File: config.mk
export PLATFORM = sky130hd
export DESIGN_NAME = clk_cfg_regs
export DESIGN_NICKNAME = d
export VERILOG_FILES = /design/src/common/clk_cfg_pkg.sv /design/src/core/clk_cfg_regs.sv
export VERILOG_INCLUDE_DIRS = /design/src /design/src/common
export SDC_FILE = /design/constraint.sdc
export NUM_CORES = 1
export LEC_CHECK = 0
export BUFFER_PORTS_ARGS = -buffer_cell sky130_fd_sc_hd__buf_2
export CORE_MARGIN = 4
export CORE_UTILIZATION = 55
export DETAILED_ROUTE_END_ITERATION = 8
export PLACE_DENSITY_LB_ADDON = 0.3
export SYNTH_ARGS = -nofsm -noshare
export SYNTH_HDL_FRONTEND = slang
export SYNTH_SLANG_ARGS = --single-unit
File: constraint.sdc
create_clock -name aclk -period 8.8 [get_ports aclk]
set_clock_uncertainty 0.15 [all_clocks]
set_input_delay 0.44 -clock aclk [delete_from_list [all_inputs] [get_ports aclk]]
set_output_delay 0.44 -clock aclk [all_outputs]
set_load 0.02 [all_outputs]
File: src/common/clk_cfg_defs.svh
`ifndef CLK_CFG_DEFS_SVH
`define CLK_CFG_DEFS_SVH
// ****************************************
// register byte offsets
// ****************************************
`define OFS_TRIM      8'h00
`define OFS_MDIV      8'h04
`define OFS_ACTL      8'h08
`define OFS_AFBD      8'h0C
`define OFS_ADIV      8'h10
`define OFS_ISTS      8'h14
`define OFS_IMSK      8'h18
// ****************************************
// field positions
// ****************************************
`define POS_TRIM      0
`define POS_MAIN_VCO_OUT_DIVSEL    8
`define POS_POST1     4
`define POS_POST2     0
`define POS_AEN       15
`define POS_ALOCK     14
`define POS_FSEL      8
`define POS_APRE      0
`define POS_AFBD      0
`define IRQ_LOCK_GAIN 0
`define IRQ_LOCK_LOSS 1
// ****************************************
// reset values and prescale limit
// ****************************************
`define RST_TRIM      6'h00
`define RST_MAIN_VCO_OUT_DIVSEL    2'h0
`define RST_POST1     3'h4
`define RST_POST2     3'h1
`define RST_APRE      4'h1
`define RST_AFBD      8'h96
`define PRE_MAX       4'h8
// ****************************************
// bus answers
// ****************************************
`define RESP_OKAY     2'h0
`define RESP_SLVERR   2'h2
`endif

File: src/common/clk_cfg_pkg.sv
`default_nettype none
package clk_cfg_pkg;
  typedef enum logic [1:0] {WR_IDLE = 2'b01, WR_RESP = 2'b10} wr_state_e;
  typedef enum logic [1:0] {RD_IDLE = 2'b01, RD_DATA = 2'b10} rd_state_e;
  typedef struct packed {
    logic [5:0]  trim_code;
    logic [1:0]  main_vco_out_divsel;
    logic [2:0]  main_post_ratio_first;
    logic [2:0]  main_post_ratio_second;
    logic        aux_loop_enable;
    logic        aux_source_select;
    logic [3:0]  aux_input_prescale;
    logic [7:0]  aux_feedback_ratio;
    logic [1:0]  aux_vco_out_divsel;
    logic [2:0]  aux_post_ratio_first;
    logic [2:0]  aux_post_ratio_second;
    logic        lock_seen;
    logic [1:0]  irq_status;
    logic [1:0]  irq_mask;
    wr_state_e   wr_state;
    rd_state_e   rd_state;
    logic        aw_held;
    logic [7:0]  aw_addr;
    logic        w_held;
    logic [15:0] w_data;
    logic [1:0]  w_strb;
    logic [1:0]  b_resp;
    logic [15:0] r_data;
    logic [1:0]  r_resp;
  } state_s;
endpackage : clk_cfg_pkg
`default_nettype wire

File: src/core/clk_cfg_regs.sv
// Local design decisions: the placing of the registers and the AXI4-Lite interface to the registers.
`include "clk_cfg_defs.svh"
`default_nettype none
// Operation
// - trim code is a signed six-bit value, zero is centre, steps of about 0.047%.
// - code 011111 is the largest upward step, 100000 the largest downward.
// - main vco divider select: 11 full, 10 half, 01 third, 00 quarter.
// - main post ratios reset to 4 and 1.
// - aux enable set takes output from post chain, clear bypasses input clock.
// - aux lock status reads one while the aux loop is locked.
// - aux source select picks internal fast oscillator when one, primary when zero.
// - aux prescale divides by 1..8 for codes 1..8, others reserved, reset 1.
// - aux loop only starts when enabled and a peripheral requests a clock.
// - aux feedback ratio resets to 150.
// - aux vco divider select: 11 full, 10 half, 01 third, 00 quarter.
// - aux post ratios reset to 4 and 1.
// - unimplemented bits read zero; aux control bits 5-4 stay zero.
module clk_cfg_regs (
  input  wire logic              aclk,                   // bus and register clock
  input  wire logic              aresetn,                // sync reset, active low
  input  wire logic [7:0]        awaddr,                 // write address
  input  wire logic              awvalid,                // write address valid
  output logic                   awready,                // write address ready
  input  wire logic [31:0]       wdata,                  // write data
  input  wire logic [3:0]        wstrb,                  // write byte strobes
  input  wire logic              wvalid,                 // write data valid
  output logic                   wready,                 // write data ready
  output logic [1:0]             bresp,                  // write response
  output logic                   bvalid,                 // write response valid
  input  wire logic              bready,                 // write response ready
  input  wire logic [7:0]        araddr,                 // read address
  input  wire logic              arvalid,                // read address valid
  output logic                   arready,                // read address ready
  output logic [31:0]            rdata,                  // read data
  output logic [1:0]             rresp,                  // read response
  output logic                   rvalid,                 // read data valid
  input  wire logic              rready,                 // read data ready
  input  wire logic              fast_osc_clk,           // internal fast oscillator
  input  wire logic              primary_osc_clk,        // primary oscillator
  input  wire logic              aux_post_div_clk,       // aux post-divider output
  input  wire logic              periph_clk_req,         // some peripheral wants aux clock
  input  wire logic              aux_lock_in,            // aux loop lock from analog
  output logic signed [5:0]      rc_trim_code,           // oscillator trim, signed
  output logic [1:0]             main_vco_out_divsel,    // main vco divider select
  output logic [2:0]             main_vco_divisor,       // decoded main vco divisor
  output logic [2:0]             main_post_ratio_first,  // main first post ratio
  output logic [2:0]             main_post_ratio_second, // main second post ratio
  output logic [7:0]             main_out_divider,       // main total output division
  output logic                   aux_loop_enable,        // aux loop selected over bypass
  output logic                   aux_loop_run,           // aux loop start request
  output logic                   aux_source_select,      // aux input source select
  output logic [3:0]             aux_input_prescale,     // aux prescale code
  output logic                   aux_prescale_reserved,  // prescale code is reserved
  output logic [7:0]             aux_feedback_ratio,     // aux feedback multiplier
  output logic [1:0]             aux_vco_out_divsel,     // aux vco divider select
  output logic [2:0]             aux_post_ratio_first,   // aux first post ratio
  output logic [2:0]             aux_post_ratio_second,  // aux second post ratio
  output logic [10:0]            aux_out_divider,        // aux total division
  output logic                   aux_input_clock,        // selected aux input clock
  output logic                   aux_loop_output_clock,  // aux output clock
  output logic                   irq                     // level interrupt
);

  // ****************************************
  // helpers
  // ****************************************

  // vco divider decode, shared by both loops
  function automatic logic [2:0] vco_div(input logic [1:0] sel);
    vco_div = 3'h4 - {1'b0, sel};
  endfunction : vco_div

  // reserved prescale codes fall back to divide by one
  function automatic logic [3:0] pre_div(input logic [3:0] code);
    pre_div = (code == 4'h0 || code > `PRE_MAX) ? 4'h1 : code;
  endfunction : pre_div

  // address decode used by both channels
  function automatic logic mapped(input logic [7:0] a);
    mapped = (a == `OFS_TRIM) || (a == `OFS_MDIV) || (a == `OFS_ACTL) ||
             (a == `OFS_AFBD) || (a == `OFS_ADIV) || (a == `OFS_ISTS) ||
             (a == `OFS_IMSK);
  endfunction : mapped

  // register image; all unlisted bits read zero
  function automatic logic [15:0] reg_value(input clk_cfg_pkg::state_s s,
                                            input logic [7:0] a);
    logic [15:0] v;
    v = 16'h0000;
    unique case (a)
      `OFS_TRIM: v[`POS_TRIM +: 6] = s.trim_code;
      `OFS_MDIV: begin
        v[`POS_MAIN_VCO_OUT_DIVSEL +: 2] = s.main_vco_out_divsel;
        v[`POS_POST1 +: 3]  = s.main_post_ratio_first;
        v[`POS_POST2 +: 3]  = s.main_post_ratio_second;
      end
      `OFS_ACTL: begin
        v[`POS_AEN]        = s.aux_loop_enable;
        v[`POS_ALOCK]      = s.lock_seen;
        v[`POS_FSEL]       = s.aux_source_select;
        v[`POS_APRE +: 4]  = s.aux_input_prescale;
      end
      `OFS_AFBD: v[`POS_AFBD +: 8] = s.aux_feedback_ratio;
      `OFS_ADIV: begin
        v[`POS_MAIN_VCO_OUT_DIVSEL +: 2] = s.aux_vco_out_divsel;
        v[`POS_POST1 +: 3]  = s.aux_post_ratio_first;
        v[`POS_POST2 +: 3]  = s.aux_post_ratio_second;
      end
      `OFS_ISTS: v[1:0] = s.irq_status;
      `OFS_IMSK: v[1:0] = s.irq_mask;
      default:   v = 16'h0000;
    endcase
    return v;
  endfunction : reg_value

  // byte-lane merge of a write into the current image
  function automatic logic [15:0] merge(input logic [15:0] old,
                                        input logic [15:0] d,
                                        input logic [1:0]  strb);
    merge = {strb[1] ? d[15:8] : old[15:8], strb[0] ? d[7:0] : old[7:0]};
  endfunction : merge

  // ****************************************
  // state
  // ****************************************

  localparam clk_cfg_pkg::state_s RST_STATE = '{
    trim_code:              `RST_TRIM,
    main_vco_out_divsel:    `RST_MAIN_VCO_OUT_DIVSEL,
    main_post_ratio_first:  `RST_POST1,
    main_post_ratio_second: `RST_POST2,
    aux_loop_enable:        1'b0,
    aux_source_select:      1'b0,
    aux_input_prescale:     `RST_APRE,
    aux_feedback_ratio:     `RST_AFBD,
    aux_vco_out_divsel:     `RST_MAIN_VCO_OUT_DIVSEL,
    aux_post_ratio_first:   `RST_POST1,
    aux_post_ratio_second:  `RST_POST2,
    lock_seen:              1'b0,
    irq_status:             2'h0,
    irq_mask:               2'h0,
    wr_state:               clk_cfg_pkg::WR_IDLE,
    rd_state:               clk_cfg_pkg::RD_IDLE,
    aw_held:                1'b0,
    aw_addr:                8'h00,
    w_held:                 1'b0,
    w_data:                 16'h0000,
    w_strb:                 2'h0,
    b_resp:                 `RESP_OKAY,
    r_data:                 16'h0000,
    r_resp:                 `RESP_OKAY
  };

  clk_cfg_pkg::state_s state_reg;
  clk_cfg_pkg::state_s state_next;
  logic [7:0]          wr_addr;
  logic [15:0]         wr_val;
  logic [1:0]          irq_clear;
  logic [1:0]          irq_set;

  // handshake readies straight from state, no wait cycles
  assign awready = (state_reg.wr_state == clk_cfg_pkg::WR_IDLE) && !state_reg.aw_held;
  assign wready  = (state_reg.wr_state == clk_cfg_pkg::WR_IDLE) && !state_reg.w_held;
  assign arready = (state_reg.rd_state == clk_cfg_pkg::RD_IDLE);
  assign bvalid  = (state_reg.wr_state == clk_cfg_pkg::WR_RESP);
  assign rvalid  = (state_reg.rd_state == clk_cfg_pkg::RD_DATA);
  assign bresp   = state_reg.b_resp;
  assign rresp   = state_reg.r_resp;
  assign rdata   = {16'h0000, state_reg.r_data};

  // ****************************************
  // next state
  // ****************************************

  // address and data may arrive in either order; each is parked until both exist
  always_comb begin
    state_next = state_reg;
    irq_clear  = 2'h0;
    wr_addr    = state_reg.aw_held ? state_reg.aw_addr : awaddr;
    wr_val     = 16'h0000;
    if (awvalid && awready) begin
      state_next.aw_held = 1'b1;
      state_next.aw_addr = awaddr;
    end
    if (wvalid && wready) begin
      state_next.w_held = 1'b1;
      state_next.w_data = wdata[15:0];
      state_next.w_strb = wstrb[1:0];
    end
    if (state_reg.wr_state == clk_cfg_pkg::WR_IDLE && state_next.aw_held &&
        state_next.w_held) begin
      wr_val = merge(reg_value(state_reg, wr_addr), state_next.w_data,
                     state_next.w_strb);
      state_next.aw_held  = 1'b0;
      state_next.w_held   = 1'b0;
      state_next.wr_state = clk_cfg_pkg::WR_RESP;
      state_next.b_resp   = mapped(wr_addr) ? `RESP_OKAY : `RESP_SLVERR;
      unique case (wr_addr)
        `OFS_TRIM: state_next.trim_code = wr_val[`POS_TRIM +: 6];
        `OFS_MDIV: begin
          state_next.main_vco_out_divsel    = wr_val[`POS_MAIN_VCO_OUT_DIVSEL +: 2];
          state_next.main_post_ratio_first  = wr_val[`POS_POST1 +: 3];
          state_next.main_post_ratio_second = wr_val[`POS_POST2 +: 3];
        end
        `OFS_ACTL: begin
          // lock bit and bits 5-4 are not storable
          state_next.aux_loop_enable    = wr_val[`POS_AEN];
          state_next.aux_source_select  = wr_val[`POS_FSEL];
          state_next.aux_input_prescale = wr_val[`POS_APRE +: 4];
        end
        `OFS_AFBD: state_next.aux_feedback_ratio = wr_val[`POS_AFBD +: 8];
        `OFS_ADIV: begin
          state_next.aux_vco_out_divsel    = wr_val[`POS_MAIN_VCO_OUT_DIVSEL +: 2];
          state_next.aux_post_ratio_first  = wr_val[`POS_POST1 +: 3];
          state_next.aux_post_ratio_second = wr_val[`POS_POST2 +: 3];
        end
        // write one to clear; only the low lane reaches the status bits
        `OFS_ISTS: irq_clear = state_next.w_strb[0] ? state_next.w_data[1:0] : 2'h0;
        `OFS_IMSK: state_next.irq_mask = wr_val[1:0];
        default: state_next.b_resp = `RESP_SLVERR;
      endcase
    end else if (state_reg.wr_state == clk_cfg_pkg::WR_RESP && bready) begin
      state_next.wr_state = clk_cfg_pkg::WR_IDLE;
    end
    // read captured at the address edge, answered next cycle
    if (arvalid && arready) begin
      state_next.r_data   = reg_value(state_reg, araddr);
      state_next.r_resp   = mapped(araddr) ? `RESP_OKAY : `RESP_SLVERR;
      state_next.rd_state = clk_cfg_pkg::RD_DATA;
    end else if (rvalid && rready) begin
      state_next.rd_state = clk_cfg_pkg::RD_IDLE;
    end
    // lock gained and lost are the events; set beats a same-cycle clear
    state_next.lock_seen = aux_lock_in;
    irq_set = 2'h0;
    irq_set[`IRQ_LOCK_GAIN] = aux_lock_in && !state_reg.lock_seen;
    irq_set[`IRQ_LOCK_LOSS] = !aux_lock_in && state_reg.lock_seen;
    state_next.irq_status = (state_reg.irq_status & ~irq_clear) | irq_set;
  end

  // single register for the whole state
  always_ff @(posedge aclk) begin
    if (!aresetn) begin
      state_reg <= RST_STATE;
    end else begin
      state_reg <= state_next;
    end
  end

  // ****************************************
  // outputs to the clock generator
  // ****************************************

  // field outputs come straight from the state register
  assign rc_trim_code           = $signed(state_reg.trim_code);
  assign main_vco_out_divsel    = state_reg.main_vco_out_divsel;
  assign main_vco_divisor       = vco_div(state_reg.main_vco_out_divsel);
  assign main_post_ratio_first  = state_reg.main_post_ratio_first;
  assign main_post_ratio_second = state_reg.main_post_ratio_second;
  assign aux_loop_enable        = state_reg.aux_loop_enable;
  assign aux_source_select      = state_reg.aux_source_select;
  assign aux_input_prescale     = state_reg.aux_input_prescale;
  assign aux_feedback_ratio     = state_reg.aux_feedback_ratio;
  assign aux_vco_out_divsel     = state_reg.aux_vco_out_divsel;
  assign aux_post_ratio_first   = state_reg.aux_post_ratio_first;
  assign aux_post_ratio_second  = state_reg.aux_post_ratio_second;
  assign aux_prescale_reserved  = (state_reg.aux_input_prescale == 4'h0) ||
                                  (state_reg.aux_input_prescale > `PRE_MAX);

  // total division of each chain; product sized to its worst case
  assign main_out_divider = 8'(int'(main_vco_divisor) *
                               int'(state_reg.main_post_ratio_first) *
                               int'(state_reg.main_post_ratio_second));
  assign aux_out_divider  = 11'(int'(pre_div(state_reg.aux_input_prescale)) *
                               int'(vco_div(state_reg.aux_vco_out_divsel)) *
                               int'(state_reg.aux_post_ratio_first) *
                               int'(state_reg.aux_post_ratio_second));

  // enable alone does not start the loop; a peripheral must ask too
  assign aux_loop_run = state_reg.aux_loop_enable && periph_clk_req;

  // clock selection; glitch-free switching is left to the analog macro
  assign aux_input_clock = state_reg.aux_source_select ? fast_osc_clk
                                                       : primary_osc_clk;
  assign aux_loop_output_clock = state_reg.aux_loop_enable ? aux_post_div_clk
                                                           : aux_input_clock;

  // level interrupt while any unmasked event is pending
  assign irq = |(state_reg.irq_status & state_reg.irq_mask);
endmodule : clk_cfg_regs
`default_nettype wire

==> results of run 1 <==
## cells in the mapped netlist, types with 19 or more instances
| library cell | instances | area (µm²) |
|---|---|---|
| nand3_1 | 29 | 145 |
| ha_1 | 38 | 475 |
| and2_1 | 46 | 288 |
| o21ai_0 | 37 | 185 |
| clkbuf_1 | 27 | 101 |
| buf_4 | 72 | 541 |
| nor3_1 | 24 | 120 |
| nand2_1 | 89 | 334 |
| a21oi_1 | 45 | 225 |
| mux2i_1 | 19 | 190 |
| nor2_1 | 63 | 236 |
| dfxtp_1 | 82 | 1640 |
| fa_1 | 25 | 500 |
| inv_1 | 46 | 173 |
## per-stage QoR
step / total power, mW / utilization [%] / cells / cell area [µm²] / setup slack [ns]
global placement: 0.605 / 58.4 / 1064 / 7070 / 2.03
detailed placement: 0.608 / 58.4 / 1064 / 7070 / 1.90
global route: 1.01 / 60.7 / 1079 / 7360 / 1.10
floorplan: 0.568 / - / 880 / 6920 / 2.22
CTS: 0.970 / 60.7 / 1079 / 7360 / 1.53
finish: 0.969 / 60.7 / 1079 / 7360 / 1.57
## power groups by stage
stage	clock, mW	combinational (mW)	sequential [mW]
after floorplan	0	0.161	0.408
after global routing	0.388	0.214	0.411
after global placement	0	0.190	0.415
final	0.366	0.195	0.408
after CTS	0.369	0.193	0.408
after detailed placement	0	0.192	0.416
## kinds of logic (layout without fill, tap and decap cells)
logic type,Yosys count,count (layout),synth area share [%]
simple gates,319,319,23.5
compound gates,195,195,19.3
buf+inv,153,184,12.4
flops,82,82,24.0
fa+ha+maj,63,63,14.3
mux,26,26,3.97
xor+xnor,20,20,2.56
other cells,1,22,0.0548
## worst paths after layout
kind                                                          from                               endpoint  slack, ns  depth (start not counted)
worst max-delay path            aux_input_prescale[3]$_SDFFE_PN0P_                    aux_out_divider[10]       1.57                         26
worst max register to register            state_reg[47]$_SDFF_PP0_  aux_post_ratio_second[1]$_SDFFE_PN0P_       5.75                          5
worst min register to register               rdata[7]$_SDFFE_PN0P_                  rdata[7]$_SDFFE_PN0P_       0.30                          2
worst min-delay path                                   aux_lock_in               state_reg[56]$_SDFF_PN0_       0.18                          2
## final cells by class
class	instances	share of cell area [%]
multi-input combinational	645	60.2
sequential	82	22.3
timing repair buffer	123	8.40
clock buffer	12	3.35
tap	168	2.86
inverter	46	2.35
clock inverter	3	0.544
## worst max-delay path: cells and delay by family (launching register included)
family | cells | cell delay [ns]
xor gates and xnor gates | 2 | 0.31
adders and majority gates | 7 | 2.59
AOI/OAI and AO/OA | 6 | 1.02
DFF | 1 | 0.57
buffers and inverters | 4 | 0.34
and+or+nand+nor | 7 | 1.43
## placed cells by master (no fill, tap or decap), types with 4 or more instances in the layout
| master | synthesis | routed |
|---|---|---|
| o211ai_1 | 14 | 14 |
| a22o_1 | 5 | 5 |
| inv_1 | 46 | 46 |
| or3_1 | 5 | 5 |
| o22ai_1 | 4 | 4 |
| nand3_1 | 29 | 29 |
| xnor2_1 | 16 | 16 |
| a31oi_1 | 5 | 5 |
| o2111ai_1 | 4 | 4 |
| o21ai_0 | 37 | 37 |
| a21boi_0 | 6 | 6 |
| a21oi_1 | 45 | 45 |
| buf_2 | 5 | 122 |
| o21a_1 | 10 | 10 |
| nand2b_1 | 16 | 16 |
| nor2_1 | 63 | 63 |
| a21o_1 | 8 | 8 |
| nand3b_1 | 4 | 4 |
| nor2b_1 | 11 | 11 |
| mux2_2 | 6 | 6 |
| and2_1 | 46 | 46 |
| conb_1 | 1 | 22 |
| mux2i_1 | 19 | 19 |
| xor2_1 | 4 | 4 |
| nand2_1 | 89 | 89 |
| nor3_1 | 24 | 24 |
| a221oi_1 | 6 | 6 |
| a211oi_1 | 13 | 13 |
| clkbuf_16 | 0 | 9 |
| fa_1 | 25 | 25 |
| and3_1 | 11 | 11 |
| o31ai_1 | 10 | 10 |
| dfxtp_1 | 82 | 82 |
| ha_1 | 38 | 38 |
## routing by layer
layer  track usage, %  share of wire [%]
met1             33.3                 45
met2             37.9                 45
met3             5.80                8.2
met4             6.23                2.0
met5                0                  0
==> results.py, run 1 <==
metrics = {
    "detailed_routing": {
        "wire_per_inst_um": 16.1,
        "dr_total_vias": 6024,
        "drt_iter0_drc": 474,
        "drtAntennaViolNets": 0,
        "drc": 0,
        "drt-total-wl_mm": 17.4,
        "viasPerCell": 5.58,
        "dr.pass1.iters": 5,
    },
    "grt": {
        "grt_antenna_before_repair": 0,
        "grt_overflow": 0,
        "grtUsageTotal_pct": 24.1,
        "grt_pass1_vias": 5482,
        "grt_start_max_net_pins": 43,
        "grt_pass1_wl_mm": 28.1,
    },
    "layout": {
        "nNetsFinal": 1034,
        "largest_reg_flops": 32,
        "seq_area_um2": 1640,
        "fillCellCount": 1138,
        "multi_input_area_um2": 4430,
        "syn_to_final_growth_pct": 7.53,
        "diodes": 0,
        "layout-drive-gt1-share_pct": 17.6,
    },
    "floorplan": {
        "die-area_um2": 14300,
        "die_x_um": 120,
        "initial_core_util_pct": 56.5,
        "ioPinCount": 168,
        "fp.coreArea_um2": 12100,
        "rows": 40,
        "die_y_um": 120,
    },
    "sta": {
        "setup_viol": 0,
        "timing_hold_violations_final": 0,
        "tightest_slew_ns": 1.09,
        "fmax_mhz": 138,
        "finalSetupTns_ns": 0,
        "timing.hold.ws_ns": 0.176,
        "slew_headroom_pct": 26.4,
        "min_period_ns": 7.23,
        "rsz0062_at_grt": "false",
        "post-route-period-util_pct": 82.1,
        "slew_violations": 0,
    },
    "synth": {
        "synth_edf_count": 0,
        "ys_ff_latch": 82,
        "synthArstFlopShare_pct": 0,
        "netlist_area_um2": 6840,
        "synth.distinct_cells": 70,
        "synth_cells": 859,
        "yosysSeqAreaShare_pct": 24.0,
        "avgSynthCellArea_um2": 7.96,
        "yosys_warnings": 0,
        "ys.flop_type": "dfxtp_1",
    },
    "worst_setup_path": {
        "critPathSlowestCell": "dfxtp_1",
        "worstSetupPathType": "reg2out",
        "cp-start-kind": "flip-flop",
        "crit_top_cell": "fa_1",
        "slowest_delay_ns": 0.57,
        "cp_max_fo": 12,
        "endpoint_kind": "output pin",
        "worst_ep_required_time_ns": 8.21,
        "arrival_ns": 6.64,
    },
    "cts": {
        "clkTransAtPathRegs_ns": 0.06,
        "clock_latency_ns": 0.34,
        "cts.path.max_buffers": 2,
        "h-tree-depth": 3,
        "cts_tree": "built",
        "post_cts_resized": 0,
        "cts_inserted_buffers": 9,
        "post-cts-setup-buffer-count": 0,
        "hold_buffers": 0,
        "cts_sinks": 82,
        "cts_root_buf": "clkbuf_16",
    },
    "place": {
        "placement.io_buffers": 122,
        "gp_congestion": 0.965,
        "hpwl_mm": 13.6,
    },
    "power_and_ir_drop": {
        "clkPwrFrac_pct": 37.8,
        "p_comb_share_pct": 20.1,
        "pwr-share-seq_pct": 42.1,
        "ir_drop_uv": 158,
        "p_per_area_nw_per_um2": 132,
        "p_int_mw": 0.679,
        "leakagePower_nw": 3.39,
        "switching_power_mw": 0.290,
        "swShare_pct": 29.9,
    },
    "flow_run": {
        "maxCapViolCount": 0,
    },
    "run_status": {
        "status": "finished, final reports clean",
    },
    "worst_hold_path": {
        "hp-class": "in2reg",
    },
}
Power figures use the tool's default switching activity.
==> run 2, diff against run 1 <==
==> constraint.sdc (replaced) <==
create_clock -name aclk -period 6.8 [get_ports aclk]
set_clock_uncertainty 0.15 [all_clocks]
set_input_delay 0.34 -clock aclk [delete_from_list [all_inputs] [get_ports aclk]]
set_output_delay 0.34 -clock aclk [all_outputs]
set_load 0.02 [all_outputs]
==> run 2 against run 1 <==
Clock power grew 32%; power grew 30%; utilization grew 2.2 points; global-route usage grew 0.21 points; hold slack lost 0.098 ns; register-to-register slack lost 2.0 ns; non-clock buffer count grew 15; critical endpoint unchanged.
==> results.py, run 2 (same netlist as run 1, synthesis figures left out) <==
metrics = {
    "run_status": {
        "status": "finished, final reports clean",
    },
    "cts": {
        "cts_root_buf": "clkbuf_16",
        "clock_latency_ns": 0.34,
        "cts_sinks": 82,
        "cts_inserted_buffers": 9,
        "hold_buffers": 0,
        "cts.path.max_buffers": 2,
        "clkTransAtPathRegs_ns": 0.06,
        "cts_tree": "built",
        "h-tree-depth": 3,
    },
    "power_and_ir_drop": {
        "leakagePower_nw": 3.48,
        "p_int_mw": 0.879,
        "ir_drop_uv": 202,
        "p_per_area_nw_per_um2": 165,
        "switching_power_mw": 0.382,
        "p_comb_share_pct": 20.0,
        "swShare_pct": 30.3,
        "pwr-share-seq_pct": 41.8,
        "clkPwrFrac_pct": 38.2,
    },
    "layout": {
        "design_area_um2": 7620,
        "final_common_cell": "buf_2",
        "most-common-layout-cells": "buf_2, nand2_1, dfxtp_1",
        "syn_to_final_growth_pct": 11.4,
        "nNetsFinal": 1049,
        "layout-drive-gt1-share_pct": 21.8,
        "final_util_pct": 63.0,
        "diodes": 0,
        "largest_reg_flops": 32,
    },
    "floorplan": {
        "initial_core_util_pct": 56.5,
        "die_x_um": 120,
        "ioPinCount": 168,
        "fp.coreArea_um2": 12100,
        "rows": 40,
        "die-area_um2": 14300,
        "die_y_um": 120,
    },
    "sta": {
        "post-route-period-util_pct": 95.8,
        "min_period_ns": 6.51,
        "timing_hold_violations_final": 0,
        "tightest_slew_ns": 0.940,
        "fmax_mhz": 154,
        "slew_headroom_pct": 36.5,
        "setup_viol": 0,
        "slew_violations": 0,
    },
    "detailed_routing": {
        "dr_total_vias": 6169,
        "drt_iter0_drc": 587,
        "drtAntennaViolNets": 0,
        "drc": 0,
        "drt-total-wl_mm": 17.9,
        "dr.pass1.iters": 5,
        "viasPerCell": 5.64,
        "wire_per_inst_um": 16.3,
    },
    "worst_setup_path": {
        "critPathSlowestCell": "fa_1",
        "worst_ep_required_time_ns": 6.31,
        "cp-start-kind": "flip-flop",
        "worstSetupPathType": "reg2out",
        "arrival_ns": 6.02,
        "slowest_delay_ns": 0.55,
        "crit_top_cell": "buf_4",
        "cp_max_fo": 4,
        "endpoint_kind": "output pin",
    },
    "grt": {
        "grt_antenna_before_repair": 0,
        "grt_pass1_vias": 5611,
        "grtUsageTotal_pct": 24.3,
        "grt_overflow": 0,
        "grt_start_max_net_pins": 43,
        "grt_pass1_wl_mm": 28.6,
    },
    "place": {
        "placed_cell_area_um2": 7120,
        "gp_congestion": 0.940,
        "hpwl_mm": 13.7,
        "placement.io_buffers": 122,
    },
    "worst_hold_path": {
        "hp-class": "in2reg",
    },
    "flow_run": {
        "maxCapViolCount": 0,
    },
}
==> run 2: metrics by stage <==
| step | std cells | setup slack [ns] | power [mW] | hold slack, ns | setup TNS (ns) |
|---|---|---|---|---|---|
| after floorplan | 880 | 0.319 | 0.735 | 0.281 | 0 |
| after global placement | 1070 | 0.289 | 0.782 | 0.289 | 0 |
| after detailed placement | 1070 | 0.199 | 0.785 | 0.293 | 0 |
| after CTS | 1088 | 0.00917 | 1.26 | 0.0732 | 0 |
| after global routing | 1094 | -0.0601 | 1.32 | 0.0818 | -0.0601 |
| final | 1094 | 0.286 | 1.26 | 0.0777 | 0 |
==> run 2: worst paths after layout <==
kind,startpoint,endpoint,slack (ns),depth (start not counted)
worst max register to register,state_reg[47]$_SDFF_PP0_,aux_input_prescale[1]$_SDFFE_PN0P_,3.75,5
worst max-delay path,aux_input_prescale[2]$_SDFFE_PN0P_,aux_out_divider[10],0.29,28
worst min-delay path,aux_lock_in,state_reg[56]$_SDFF_PN0_,0.08,2
worst min register to register,rdata[14]$_SDFFE_PN0P_,rdata[14]$_SDFFE_PN0P_,0.30,2
==> run 2: what timing repair did <==
action / CTS / global route
endpoints found under the hold margin: 0 / 0
endpoints found under the setup margin: 1 / 3
pin swaps: 3 / 19
gates cloned: 0 / 0
gates resized for setup: 9 / 26
buffers inserted: 3 / 6
==> run 2: layer usage <==
metal	vias up	share of wire, %	track usage [%]
met4	0	2.4	6.59
met1	2855	44	34.1
met2	235	46	38.1
met3	39	7.8	4.95
met5	-	0	0
li1	3040	-	-
==> run 2: critical path, delay by kind of cell, from the launching register on <==
kind	cells	cell delay [ns]
buf+inv	7	0.68
fa+ha+maj	7	2.61
xor+xnor	3	0.51
simple gates	5	0.90
flops	1	0.35
compound gates	6	0.62
==> run 2: power groups by stage <==
stage / combinational [mW] / sequential [mW] / clock (mW)
2_1_floorplan: 0.208 / 0.527 / 0
3_3_place_gp: 0.245 / 0.537 / 0
3_5_place_dp: 0.248 / 0.538 / 0
4_1_cts: 0.249 / 0.527 / 0.486
5_1_grt: 0.277 / 0.531 / 0.507
6_report: 0.252 / 0.527 / 0.482
==> run 2: area by class of cell <==
type / instances / area [µm²]
Clock inverter: 5 / 55.1
Multi-Input combinational cell: 645 / 4570
Tap cell: 168 / 210
Clock buffer: 10 / 239
Inverter: 46 / 173
Fill cell: 1111 / 4490
Sequential cell: 82 / 1650
Timing Repair Buffer: 138 / 733
